## src/cpu_int_pkg.sv

```systemverilog
// constants and carrier types for the cpu interrupt flag logic
package cpu_int_pkg;
    // sizes
    localparam int N_CPU    = 8;   // cpus seen in one cluster
    localparam int XP_WORDS = 16;  // words in one exchange package
    localparam int N_FLAGS  = 9;   // interrupt flags held
    localparam int N_MODES  = 12;  // mode bits held
    // register byte offsets
    localparam logic [7:0] OFS_MODES  = 8'h00;
    localparam logic [7:0] OFS_FLAGS  = 8'h04;
    localparam logic [7:0] OFS_STATUS = 8'h08;
    localparam logic [7:0] OFS_BP_LO  = 8'h0C;
    localparam logic [7:0] OFS_BP_HI  = 8'h10;
    localparam logic [7:0] OFS_XP     = 8'h40;
    // flag and enable positions (same bit in modes and flags)
    localparam int B_DEADLOCK = 0;
    localparam int B_ERR_EXIT = 1;
    localparam int B_NRM_EXIT = 2;
    localparam int B_FLOAT    = 3;
    localparam int B_IPROC    = 4;
    localparam int B_IO       = 5;
    localparam int B_CMEM     = 6;
    localparam int B_BKPT     = 7;
    localparam int B_MAINT    = 8;
    // extra mode positions
    localparam int B_MONITOR  = 9;
    localparam int B_SVL      = 10;
    localparam int B_INT_MODES = 11;
    // status positions
    localparam int S_FLOAT_SEEN = 0;
    localparam int S_STUCK      = 1;
    localparam int S_PENDING  = 2;
    // exchange package words used by the swap
    localparam int W_OLD_MODES = 0;
    localparam int W_OLD_FLAGS = 1;
    localparam int W_NEW_MODES = 2;
    // reset values
    localparam logic [N_MODES-1:0] MODES_RST = 12'h0200;
    localparam logic [31:0]        WORD_RST  = 32'h0000_0000;
    // instruction parcels
    localparam logic [15:0] OP_ERR_EXIT = 16'h0000;
    localparam logic [15:0] OP_NRM_EXIT = 16'h0800;
    localparam logic [15:0] OP_IPI      = 16'h0301;
    localparam logic [15:0] OP_IPI_MASK = 16'hFFC7;
    localparam logic [6:0]  SVL_FIRST   = 7'h60;
    localparam logic [6:0]  SVL_LAST    = 7'h65;

    // register bus request
    typedef struct packed {
        logic        wr;
        logic        rd;
        logic [7:0]  addr;
        logic [31:0] wdata;
    } bus_req_t;

    // one instruction issue
    typedef struct packed {
        logic        valid;
        logic [15:0] parcel;
    } issue_t;

    // whole block state
    typedef struct packed {
        logic [N_MODES-1:0]           modes;
        logic [N_FLAGS-1:0]           flags;
        logic                         float_seen;
        logic                         stuck;
        logic [31:0]                  bp_lo;
        logic [31:0]                  bp_hi;
        logic [XP_WORDS-1:0][31:0]    xp;
        logic [31:0]                  rdata;
        logic                         xchg;
        logic                         ipi_send;
        logic [2:0]                   ipi_target;
        logic                         svl_grant;
        logic                         io_elig;
    } state_t;
endpackage

```

## src/cpu_int_flags.sv

```systemverilog
// per-cpu interrupt mode, flag and exchange request logic
`timescale 1ns/10ps

// How it works
// - deadlock flag needs enable, user mode, condition
// - deadlock when whole cluster holds test-and-set
// - every exchange sets interrupt modes enable
// - error exit sets flag if enabled
// - error exit always exchanges
// - normal exit sets flag if enabled
// - normal exit always exchanges
// - normal exit ignores interrupt modes enable
// - float range error sets flag if enabled
// - float status marks any error this interval
// - interprocessor request sets flag if enabled
// - io interrupt to lowest eligible cpu only
// - correctable read error interrupts when enabled
// - breakpoint event interrupts when enabled
// - maintenance request interrupts when enabled
// - second vector logical unit takes 140-145
// - sixteen word exchange package holds context
// - monitor mode inhibits most interrupts
// - breakpoint is write inside address range
// - maintenance request seen on channel forty
module cpu_int_flags
(
    input  wire logic                 clk,
    input  wire logic                 rstn,
    input  wire logic                 ce,
    input  wire cpu_int_pkg::bus_req_t bus,
    output logic [31:0]               rdata,
    input  wire cpu_int_pkg::issue_t  issue,
    input  wire logic [2:0]           cpu_id,
    input  wire logic [7:0]           cluster_member,
    input  wire logic [7:0]           cluster_tas_hold,
    input  wire logic                 ipi_req,
    input  wire logic                 io_interrupt_summary,
    input  wire logic [7:0]           io_elig_all,
    input  wire logic [3:0]           float_range_err,
    input  wire logic                 mem_read_corr_err,
    input  wire logic                 write_ref,
    input  wire logic [31:0]          write_addr,
    input  wire logic                 maint_ch40_int,
    input  wire logic                 svl_idle,
    output logic                      xchg_req,
    output logic                      ipi_send,
    output logic [2:0]                ipi_target,
    output logic                      svl_grant,
    output logic                      io_eligible,
    output logic [8:0]                flags_out,
    output logic                      monitor_mode_bit,
    output logic                      enable_interrupt_modes_flag
);

    ////////////////////////////////////////////////////////////////
    // helpers

    // inclusive range check, used for breakpoints and opcodes
    function automatic logic in_range
    (
        input logic [31:0] val,
        input logic [31:0] lo,
        input logic [31:0] hi
    );
        // both bounds count as inside
        in_range = (val >= lo) && (val <= hi);
    endfunction

    ////////////////////////////////////////////////////////////////
    // state

    // one packed struct holds every flop
    cpu_int_pkg::state_t st_r;   // all block state
    cpu_int_pkg::state_t st_nxt; // its next value

    // decoded mode bits, named for readability
    logic deadlock_int_enable;
    logic error_exit_int_enable;
    logic normal_exit_int_enable;
    logic float_error_int_enable;
    logic interprocessor_int_enable;
    logic io_int_enable;
    logic correctable_mem_int_enable;
    logic breakpoint_int_enable;
    logic maint_request_int_enable;
    logic mon;                   // monitor mode now
    logic int_modes;             // interrupt modes enable now
    logic gen_en;                // enabled and not inhibited

    // instruction decode
    logic is_err_exit;
    logic is_nrm_exit;
    logic is_ipi;
    logic is_svl_op;

    // event terms
    logic stuck;                 // whole cluster stuck
    logic lowest_io;             // no lower cpu eligible
    logic bp_hit;                // write inside range
    // flag bits raised and cleared this cycle
    logic [cpu_int_pkg::N_FLAGS-1:0] set_vec;
    logic [cpu_int_pkg::N_FLAGS-1:0] clr_vec;
    logic pending;               // a flag waits for exchange
    logic do_xchg;               // exchange this cycle

    ////////////////////////////////////////////////////////////////
    // decode of modes and instruction

    always_comb
    begin
        deadlock_int_enable        = st_r.modes[cpu_int_pkg::B_DEADLOCK];
        error_exit_int_enable      = st_r.modes[cpu_int_pkg::B_ERR_EXIT];
        normal_exit_int_enable     = st_r.modes[cpu_int_pkg::B_NRM_EXIT];
        float_error_int_enable     = st_r.modes[cpu_int_pkg::B_FLOAT];
        interprocessor_int_enable  = st_r.modes[cpu_int_pkg::B_IPROC];
        io_int_enable              = st_r.modes[cpu_int_pkg::B_IO];
        correctable_mem_int_enable = st_r.modes[cpu_int_pkg::B_CMEM];
        breakpoint_int_enable      = st_r.modes[cpu_int_pkg::B_BKPT];
        maint_request_int_enable   = st_r.modes[cpu_int_pkg::B_MAINT];
        mon                        = st_r.modes[cpu_int_pkg::B_MONITOR];
        int_modes                  = st_r.modes[cpu_int_pkg::B_INT_MODES];
        // enabled means modes on and outside monitor
        // monitor mode inhibit
        gen_en = int_modes && !mon;
        // exit and interprocessor opcodes
        is_err_exit = issue.valid && (issue.parcel == cpu_int_pkg::OP_ERR_EXIT);
        is_nrm_exit = issue.valid && (issue.parcel == cpu_int_pkg::OP_NRM_EXIT);
        // mask drops the target field of the parcel
        is_ipi      = issue.valid
                      && ((issue.parcel & cpu_int_pkg::OP_IPI_MASK)
                          == cpu_int_pkg::OP_IPI);
        // opcode field is the top seven parcel bits
        // range 140 to 145
        is_svl_op   = issue.valid
                      && in_range({25'd0, issue.parcel[15:9]},
                                  {25'd0, cpu_int_pkg::SVL_FIRST},
                                  {25'd0, cpu_int_pkg::SVL_LAST});
    end

    ////////////////////////////////////////////////////////////////
    // event detection

    always_comb
    begin
        // an empty cluster never counts as stuck
        // all members hold issue
        stuck = (|cluster_member)
                && ((cluster_tas_hold & cluster_member) == cluster_member);
        // mask keeps only cpus numbered below this one
        // lowest numbered eligible cpu
        lowest_io = ((io_elig_all & ((8'h01 << cpu_id) - 8'h01)) == 8'h00);
        bp_hit = write_ref && in_range(write_addr, st_r.bp_lo, st_r.bp_hi);
        // start from no set requests
        set_vec = '0;
        set_vec[cpu_int_pkg::B_DEADLOCK] = deadlock_int_enable && !mon && stuck;
        set_vec[cpu_int_pkg::B_ERR_EXIT] = error_exit_int_enable && int_modes
                                           && is_err_exit;
        set_vec[cpu_int_pkg::B_NRM_EXIT] = normal_exit_int_enable && is_nrm_exit;
        // the four float units share one flag
        // any float unit error
        set_vec[cpu_int_pkg::B_FLOAT] = float_error_int_enable && gen_en
                                        && (|float_range_err);
        // held off in monitor mode through gen_en
        // request from another cpu
        set_vec[cpu_int_pkg::B_IPROC] = interprocessor_int_enable && gen_en
                                        && ipi_req;
        // only one cpu of the cluster takes it
        // summary and lowest eligible
        set_vec[cpu_int_pkg::B_IO] = io_interrupt_summary && io_int_enable
                                     && gen_en && lowest_io;
        // the enable alone gates memory errors
        // memory errors pass monitor mode
        set_vec[cpu_int_pkg::B_CMEM] = correctable_mem_int_enable
                                       && mem_read_corr_err;
        // the range match decides the event
        // breakpoint flag gating
        set_vec[cpu_int_pkg::B_BKPT] = breakpoint_int_enable && gen_en && bp_hit;
        // maintenance signal is sampled as a level
        // maintenance request gating
        set_vec[cpu_int_pkg::B_MAINT] = maint_request_int_enable && gen_en
                                        && maint_ch40_int;
        // clears come only through the flags offset
        // software write-one-to-clear
        clr_vec = '0;
        if (bus.wr && (bus.addr == cpu_int_pkg::OFS_FLAGS))
        begin
            clr_vec = bus.wdata[cpu_int_pkg::N_FLAGS-1:0];
        end
        // any held flag counts as pending
        // raised flag waits for issue
        pending = |st_r.flags;
        // exits swap context whatever the enables
        // error exit always exchanges
        do_xchg = issue.valid && (pending || is_err_exit || is_nrm_exit);
    end

    ////////////////////////////////////////////////////////////////
    // next state

    always_comb
    begin
        // hold everything unless a branch below changes it
        st_nxt = st_r;
        // pulses default low
        st_nxt.xchg     = 1'b0;
        st_nxt.ipi_send = 1'b0;
        st_nxt.rdata    = cpu_int_pkg::WORD_RST;
        st_nxt.stuck    = stuck;
        // same cycle event beats the clear
        // set wins over software clear
        st_nxt.flags = (st_r.flags & ~clr_vec) | set_vec;
        // software clears the status bit
        // status ignores enables
        if (bus.wr && (bus.addr == cpu_int_pkg::OFS_STATUS)
            && bus.wdata[cpu_int_pkg::S_FLOAT_SEEN])
        begin
            st_nxt.float_seen = 1'b0;
        end
        // any float error sets it, set wins
        if (|float_range_err)
        begin
            st_nxt.float_seen = 1'b1;
        end
        // flags and status are handled above
        // software register writes
        if (bus.wr)
        begin
            unique case (bus.addr)
                cpu_int_pkg::OFS_MODES:
                    st_nxt.modes = bus.wdata[cpu_int_pkg::N_MODES-1:0];
                cpu_int_pkg::OFS_BP_LO:
                    st_nxt.bp_lo = bus.wdata;
                cpu_int_pkg::OFS_BP_HI:
                    st_nxt.bp_hi = bus.wdata;
                default:
                    // exchange package window
                    if (bus.addr[7:6] == cpu_int_pkg::OFS_XP[7:6])
                    begin
                        st_nxt.xp[bus.addr[5:2]] = bus.wdata;
                    end
            endcase
        end
        // exchange overrides a same cycle mode write
        // context swap through the package
        if (do_xchg)
        begin
            st_nxt.xp[cpu_int_pkg::W_OLD_MODES] = {20'd0, st_r.modes};
            st_nxt.xp[cpu_int_pkg::W_OLD_FLAGS] =
                {22'd0, st_r.float_seen, st_r.flags};
            st_nxt.modes = st_r.xp[cpu_int_pkg::W_NEW_MODES]
                           [cpu_int_pkg::N_MODES-1:0];
            st_nxt.modes[cpu_int_pkg::B_INT_MODES] = 1'b1;
            // new interval, same-cycle events still land
            st_nxt.flags      = set_vec;
            st_nxt.float_seen = |float_range_err;
            // announce the exchange for one cycle
            st_nxt.xchg  = 1'b1;
        end
        // target number sits in parcel bits five to three
        // send request to target cpu
        if (is_ipi)
        begin
            st_nxt.ipi_send   = 1'b1;
            st_nxt.ipi_target = issue.parcel[5:3];
        end
        // grant is a one cycle pulse
        // grant needs the svl mode bit and an idle second unit
        st_nxt.svl_grant = st_r.modes[cpu_int_pkg::B_SVL] && svl_idle && is_svl_op;
        // offered to other cpus for lowest search
        st_nxt.io_elig = st_nxt.modes[cpu_int_pkg::B_IO]
                         && st_nxt.modes[cpu_int_pkg::B_INT_MODES];
        // rdata falls back to zero after one cycle
        // register reads, data next cycle only
        if (bus.rd)
        begin
            unique case (bus.addr)
                cpu_int_pkg::OFS_MODES:
                    st_nxt.rdata = {20'd0, st_r.modes};
                cpu_int_pkg::OFS_FLAGS:
                    st_nxt.rdata = {23'd0, st_r.flags};
                cpu_int_pkg::OFS_STATUS:
                    st_nxt.rdata = {29'd0, pending, st_r.stuck, st_r.float_seen};
                cpu_int_pkg::OFS_BP_LO:
                    st_nxt.rdata = st_r.bp_lo;
                cpu_int_pkg::OFS_BP_HI:
                    st_nxt.rdata = st_r.bp_hi;
                default:
                    // package words or zero when unmapped
                    if (bus.addr[7:6] == cpu_int_pkg::OFS_XP[7:6])
                    begin
                        st_nxt.rdata = st_r.xp[bus.addr[5:2]];
                    end
                    else
                    begin
                        st_nxt.rdata = cpu_int_pkg::WORD_RST;
                    end
            endcase
        end
    end

    ////////////////////////////////////////////////////////////////
    // state register, frozen while ce is low

    always_ff @(posedge clk or negedge rstn)
    begin
        if (!rstn)
        begin
            // all clear, monitor mode on
            st_r       <= '0;
            st_r.modes <= cpu_int_pkg::MODES_RST;
        end
        else if (ce)
        begin
            // advance only with the clock enable
            st_r <= st_nxt;
        end
    end

    ////////////////////////////////////////////////////////////////
    // outputs, straight from the state flops

    // same order as the port list
    assign rdata                       = st_r.rdata;
    assign xchg_req                    = st_r.xchg;
    assign ipi_send                    = st_r.ipi_send;
    assign ipi_target                  = st_r.ipi_target;
    assign svl_grant                   = st_r.svl_grant;
    assign io_eligible                 = st_r.io_elig;
    assign flags_out                   = st_r.flags;
    assign monitor_mode_bit            = st_r.modes[cpu_int_pkg::B_MONITOR];
    assign enable_interrupt_modes_flag = st_r.modes[cpu_int_pkg::B_INT_MODES];

endmodule // cpu_int_flags

```

## config.mk

```make
export PLATFORM = sky130hd
export DESIGN_NAME = cpu_int_flags
export DESIGN_NICKNAME = d
export VERILOG_FILES = /design/src/cpu_int_pkg.sv /design/src/cpu_int_flags.sv
export SDC_FILE = /design/constraint.sdc
export NUM_CORES = 1
export LEC_CHECK = 0
export BUFFER_PORTS_ARGS = -buffer_cell sky130_fd_sc_hd__buf_2
export CORE_ASPECT_RATIO = 0.5
export CORE_UTILIZATION = 55
export CTS_CLUSTER_SIZE = 20
export DETAILED_ROUTE_END_ITERATION = 6
export GPL_ROUTABILITY_DRIVEN = 0
export PLACE_DENSITY_LB_ADDON = 0.25
export SLEW_MARGIN = 20
export SYNTH_ARGS = -nofsm -noshare
export SYNTH_HDL_FRONTEND = slang
export SYNTH_SLANG_ARGS = --single-unit
```

## constraint.sdc

```tcl
create_clock -name clk -period 5.02 [get_ports clk]
set_clock_uncertainty 0.15 [all_clocks]
set_input_delay 0.251 -clock clk [delete_from_list [all_inputs] [get_ports clk]]
set_output_delay 0.251 -clock clk [all_outputs]
set_load 0.1 [all_outputs]
```

# After elaboration in Yosys (flattened, before gate mapping)
# Index checks and enable logic that the tools add are counted.
[word_totals]
register_bits = 638
wordCells = 127
input_bits = 131
[classes]
add_sub_neg = 1
shift = 1
bitwise_logic = 6
reduce_logical = 55
eq_ne = 9
n_mux = 20
n_lt_le_gt_ge = 6
[op_table]
columns = ["operator", "n"]
rows = [
  ["512-bit bitwise mux", 1],
  ["64-bit two-way mux", 4],
  ["32-bit one-hot mux with 5 select lines", 1],
  ["32-bit binary-select mux with 4-bit select", 1],
  ["32-bit demux with 4-bit select", 1],
  ["32-bit two-way mux", 4],
  ["1-bit logical AND", 34],
  ["32-bit greater-or-equal comparator", 1],
  ["32-bit less-or-equal comparator", 1],
  ["12-bit two-way mux", 2],
  ["22-bit two-way mux", 1],
  ["8-bit AND", 2],
  ["16-bit by 12-bit equality test with 1-bit output (second input constant)", 1],
  ["8-bit by 4-bit equality test with 1-bit output (second input constant)", 2],
  ["16-bit zero test", 1],
  ["8-bit zero test", 2],
  ["13-bit by 7-bit equality test with 1-bit output (second input constant)", 1],
  ["9-bit AND", 1],
  ["9-bit two-way mux", 1],
  ["9-bit inverter", 1],
  ["9-bit OR", 1],
  ["3-bit AND reduction", 3],
  ["9-bit OR reduction", 1],
  ["8-bit by 3-bit equality test with 1-bit output (second input constant)", 1],
  ["22 further kinds", 29],
]

# Logic depth before layout (Yosys ltp)
[depth]
word_depth = 9
depth_mapped = 10

# Worst setup path before layout
# No wires, ideal clock.
[synth_timing]
kind = "in2reg"
startpoint = "input port bus[34] (netlist bit)"
endpoint = "register st_r (netlist bit rdata[0])"
n_path_buf = 2
setup_time_ns = 0.126
t_required_ns = 4.744
cell_stages = 5
path_slack_ns = 2.501
t_arrival_ns = 2.243
cell_sequence = "buf_2 clkbuf_1 mux4_2 mux4_2 a221o_1"
[synth_between]
elab_chain_len = 5
elab_cells_between_ends = 10
cone_classes = "eq/ne (4); mux (5); reduce/logical (1)"
[synth_rtl]
columns = ["element", "line", "source"]
rows = [
  ["start, declared", "cpu_int_flags.sv:30", "input wire cpu_int_pkg::bus_req_t bus,"],
  ["32-bit binary-select mux with 4-bit select", "cpu_int_flags.sv:291", "st_nxt.rdata = st_r.xp[bus.addr[5:2]];"],
  ["32-bit two-way mux (not written as such)", "cpu_int_flags.sv:291", ""],
  ["32-bit two-way mux", "cpu_int_flags.sv:289", "if (bus.addr[7:6] == cpu_int_pkg::OFS_XP[7:6])"],
  ["32-bit one-hot mux with 5 select lines (*)", "cpu_int_flags.sv:276", "unique case (bus.addr)"],
  ["32-bit two-way mux (*)", "cpu_int_flags.sv:274", "if (bus.rd)"],
  ["end signal, assigned", "cpu_int_flags.sv:315", "st_r <= st_nxt;"],
  ["end, declared", "cpu_int_flags.sv:73", "cpu_int_pkg::state_t st_r;"],
]
# Mark *: on every way between the ends. The rest lies on a longest branch, timed or not. The select of a mux whose other input is x is not followed.
# A chain may end at the register's enable or synchronous reset.

# Worst setup path in the final report
[layout_timing]
startpoint = "input port issue[9] (netlist bit)"
endpoint = "register st_r (netlist bit flags_out[5])"
[layout_between]
elab_chain_len = 6
elab_cells_between_ends = 8
cone_classes = "eq/ne (1); mux (1); reduce/logical (6)"
[layout_rtl]
columns = ["element", "line", "source"]
rows = [
  ["start, declared", "cpu_int_flags.sv:32", "input wire cpu_int_pkg::issue_t issue,"],
  ["16-bit zero test", "cpu_int_flags.sv:126", "is_err_exit = issue.valid && (issue.parcel == cpu_int_pkg::OP_ERR_EXIT);"],
  ["1-bit logical AND", "cpu_int_flags.sv:126", ""],
  ["1-bit logical OR", "cpu_int_flags.sv:194", "do_xchg = issue.valid && (pending || is_err_exit || is_nrm_exit);"],
  ["1-bit logical OR (*)", "cpu_int_flags.sv:194", ""],
  ["1-bit logical AND (*)", "cpu_int_flags.sv:194", ""],
  ["22-bit two-way mux (*)", "cpu_int_flags.sv:245", "if (do_xchg)"],
]
# Mark *: on every way between the ends. The rest lies on a longest branch, timed or not.

==> metrics.txt <==
count of max-cap constraint violations 0; DRC violations left 0; largest buffer count on any clock path 3; worst path cell trace dlygate4sd3_1 > buf_2 > nor4_1 > nand2_1 > o21ai_2 > buf_4 > and2_1 > buf_4 > o21ai_0 > a22o_1 > dlygate4sd3_1; kind of start point of the critical path input pin; via count of the first global-routing pass just over 20k; type of the most critical hold path input pin to flip-flop; number of cell instances on the worst register-to-register path 9; sum of met3 wire segment lengths after detailed routing around 6600 µm; critical path fanouts, max 28; final cycle utilization of the critical path 70.4%; max-slew violation count 0; Top FF cell, synth sky130_fd_sc_hd__dfrtp_1; Critical path destination flags_out[5]; cell depth of the worst setup path 11; floorplan die width 336 µm; distinct cell type count of the synthesized netlist 61; Critical Setup Path Class input pin to flip-flop; leak pwr between 15 and 20 nW; worst IR drop on VDD approximately 0.00027 V; cell type group with the largest total delay on the critical path buffers and inverters; drt first pass iters 5; final critical path time including I/O delays and setup 3.54 ns; Resize count post-CTS 0; Reg-to-Reg Start flags_out[5]; end of the worst register-to-register path flags_out[5]; pin count of the biggest net entering global routing 151; I/O Pins ~180; number of CTS-inserted buffers 57; antenna diode count 0; run status complete, no violations; CTS H-tree lvls 2; total wire length after detailed routing 81700 µm; area of the mapped netlist 0.0308 mm²; height of the chip 169 µm; Root Buffer sky130_fd_sc_hd__clkbuf_16; Buf+Inv Stages, Crit Path 5; number of warnings reported in the yosys synthesis log 0; Filler cells 4141; Synth Register Bits around 640; M1 wire length 35300 µm; worst endpoint data arrival time 3.88 ns; FF-to-FF setup slack 1.51 ns; Post-Syn Instances between 2k and 2.5k; setup repair after global routing missed its margin no; total half-perimeter wirelength after legalization and detailed placement 50700 µm; required time of the worst setup path 5.37 ns; remaining number of nets flagged by the antenna check after routing 0; average cell area after synthesis 13.2 µm²; cell accounting for the most synthesized area sky130_fd_sc_hd__dfrtp_1; effective utilization at floorplan approximately 56%; fraction of layout cells with a size suffix above 1 37.9%; Die Area 0.0569 mm²; ratio of total power to cell area 359 mW/mm²; area overhead of the layout relative to synthesis 11.8%; final number of hold-violating endpoints 0; DP Cell Count 3038; setup-violating endpoint count in the final report 0; clock-pin slew of the registers on the worst-case setup and hold paths 0.07 ns; pin slew with the least headroom to its limit ~1.2 ns; CTS tree yes; Setup Total Neg Slack 0 ns; dominant cells by area after synthesis sky130_fd_sc_hd__dfrtp_1 52%, sky130_fd_sc_hd__mux2_2 16%, sky130_fd_sc_hd__mux4_2 12%, sky130_fd_sc_hd__ha_1 2.6%, sky130_fd_sc_hd__o21ai_0 2.1%; Core Box Area 0.0545 mm²; clock insertion delay at the later pin of the skew report 0.62 ns; PortBufs 179; fraction of the yosys area taken by sequential cells around half; remaining global-route overflow 0; highest metal layer used by the detailed router met4; top-area cell type share of the netlist area 51.8%; routed vias around 20k; first-pass GRT wire length 126000 µm; EDFF count, synth 0; number of nets in the synthesized netlist 2526; Total Routing Usage GR 29.4%; initial DRC count 2170; antenna violations before repair 0; Worst Setup SP issue[9]; standard cell with the maximum stage delay on the critical path sky130_fd_sc_hd__dlygate4sd3_1; max_slew headroom 20.1%; Vias/cell about 6.3; critical path capture point type flip-flop; clock net sink count 638; met2 wire length 37700 µm; highest clock frequency the design can meet 283 MHz; biggest cell delay along the critical path 0.55 ns; cell row count 60; share of flip-flops with an asynchronous set or reset 100%; total number of nets in the final design 2602; routed wire length per instance between 20 and 30 µm; non-filler instance count after layout 3194
==> where the power goes <==
group | leakage (nW) | switching [W] | internal, W
Sequential | 8.54 | 0.000328 | 0.00561
Clock | 0.924 | 0.00198 | 0.00251
Combinational | 6.64 | 0.00114 | 0.000795
Total | 16.1 | 0.00345 | 0.00892
==> worst min-delay path, stage by stage <==
cell                      delay (ns)
sky130_fd_sc_hd__buf_2          0.08
sky130_fd_sc_hd__nor4_1         0.05
sky130_fd_sc_hd__nand4_1        0.18
sky130_fd_sc_hd__nor4_1         0.09
sky130_fd_sc_hd__a21o_1         0.14
==> cells in the mapped netlist, drive strengths merged, types with 2 or more instances <==
cell,n
a211oi,7
a21boi,2
a21o,5
a21oi,55
a221o,25
a221oi,6
a222oi,4
a22o,45
a22oi,27
a2bb2oi,10
a32o,7
a32oi,2
and2,3
and3,7
and4,5
buf,128
clkbuf,132
dfrtp,637
ha,64
inv,89
mux2,432
mux2i,4
mux4,160
nand2,158
nand2b,4
nand3,24
nand3b,3
nand4,11
nor2,63
nor2b,5
nor3,2
nor4,14
o2111ai,2
o21a,2
o21ai,133
o221ai,8
o22ai,17
o31a,7
o31ai,2
or3,2
or4,5
==> state kept, by name, summed over array words and instances, names as in the netlist, 3 cells and up <==
name and count:
flags_out 9, rdata 32, ipi_target 3, st_r 579
==> layer usage <==
layer | track usage [%] | up-vias
li1 | - | 8667
met1 | 42.4 | 10700
met2 | 45.9 | 784
met3 | 5.91 | 130
met4 | 7.75 | 0
met5 | 0 | -
==> layout make-up <==
type | instances | area (µm²) | area share, %
clock buffers | 90 | 1730 | 5.04
repair buffers | 277 | 1910 | 5.55
well taps | 744 | 931 | 2.71
inverters | 89 | 334 | 0.971
flip-flops and latches | 638 | 16000 | 46.4
clock inverters | 12 | 148 | 0.429
multi-input cells | 1344 | 13400 | 38.9
==> worst min-delay path by stage <==
stage,cells after the start,endpoint,slack [ns],from
global placement,1,st_r[383],0.25,rstn
floorplan,0,breakpoint_int_enable,-0.19,rstn
global route,5,flags_out[1],0.07,issue[7]
finish,5,flags_out[1],0.06,issue[7]
CTS,5,flags_out[1],0.03,issue[8]
detailed placement,1,st_r[319],0.26,rstn
==> stage by stage <==
| stage | area (µm²) | utilization, % | hold slack (ns) | worst slack (ns) | total power, W |
|---|---|---|---|---|---|
| 3_5_place_dp | 32000 | 58.7 | 0.261 | 1.57 | 0.00791 |
| 3_3_place_gp | 32000 | 58.7 | 0.252 | 1.59 | 0.00784 |
| 4_1_cts | 34400 | 63.1 | 0.0271 | 1.56 | 0.0124 |
| 5_1_grt | 34400 | 63.1 | 0.0749 | 1.40 | 0.0128 |
| 2_1_floorplan | 30800 | - | -0.195 | 2.50 | 0.00730 |
| 6_report | 34400 | 63.1 | 0.0577 | 1.48 | 0.0124 |
==> timing repair <==
action                    4_1_cts  5_1_grt
hold endpoints to repair      515        0
setup buffers                   0        0
hold buffers                   54        0
==> cells in the final DEF, fill, tap and decap left out, types with 5 or more instances in the layout <==
| cell type | netlist | layout |
|---|---|---|
| sky130_fd_sc_hd__nor2b_1 | 5 | 5 |
| sky130_fd_sc_hd__clkbuf_16 | 0 | 59 |
| sky130_fd_sc_hd__buf_2 | 43 | 175 |
| sky130_fd_sc_hd__buf_4 | 44 | 36 |
| sky130_fd_sc_hd__and4_1 | 5 | 5 |
| sky130_fd_sc_hd__ha_1 | 64 | 64 |
| sky130_fd_sc_hd__nand4_1 | 11 | 11 |
| sky130_fd_sc_hd__a221o_1 | 25 | 25 |
| sky130_fd_sc_hd__clkbuf_1 | 132 | 17 |
| sky130_fd_sc_hd__and3_1 | 7 | 5 |
| sky130_fd_sc_hd__a32o_1 | 7 | 7 |
| sky130_fd_sc_hd__o21ai_0 | 128 | 128 |
| sky130_fd_sc_hd__a21o_1 | 5 | 5 |
| sky130_fd_sc_hd__clkinv_2 | 0 | 6 |
| sky130_fd_sc_hd__nor2_4 | 0 | 7 |
| sky130_fd_sc_hd__o31a_1 | 7 | 7 |
| sky130_fd_sc_hd__dlygate4sd3_1 | 0 | 54 |
| sky130_fd_sc_hd__dfrtp_1 | 637 | 637 |
| sky130_fd_sc_hd__a2bb2oi_1 | 10 | 10 |
| sky130_fd_sc_hd__clkbuf_8 | 0 | 14 |
| sky130_fd_sc_hd__nand2_1 | 158 | 155 |
| sky130_fd_sc_hd__inv_1 | 89 | 89 |
| sky130_fd_sc_hd__nor4_1 | 13 | 11 |
| sky130_fd_sc_hd__a221oi_1 | 6 | 6 |
| sky130_fd_sc_hd__mux4_2 | 160 | 160 |
| sky130_fd_sc_hd__nand3_1 | 24 | 21 |
| sky130_fd_sc_hd__a211oi_1 | 7 | 7 |
| sky130_fd_sc_hd__a21oi_1 | 55 | 55 |
| sky130_fd_sc_hd__nor2_1 | 63 | 56 |
| sky130_fd_sc_hd__a22o_1 | 45 | 45 |
| sky130_fd_sc_hd__o22ai_1 | 17 | 17 |
| sky130_fd_sc_hd__buf_12 | 0 | 9 |
| sky130_fd_sc_hd__o221ai_1 | 8 | 8 |
| sky130_fd_sc_hd__a22oi_1 | 27 | 27 |
| sky130_fd_sc_hd__mux2_2 | 432 | 432 |
==> cells by family (layout without fill, tap and decap cells) <==
kind of cell,after synthesis,after routing,synth area share (%)
AO/OA/AOI/OAI,373,373,8.21
adder cells (fa/ha/maj),64,64,2.60
buffers and inverters,349,468,5.04
flip-flops,638,638,51.9
multiplexers,596,596,27.7
AND/OR/NAND/NOR,311,311,4.59
(Power assumes the default switching activity.)
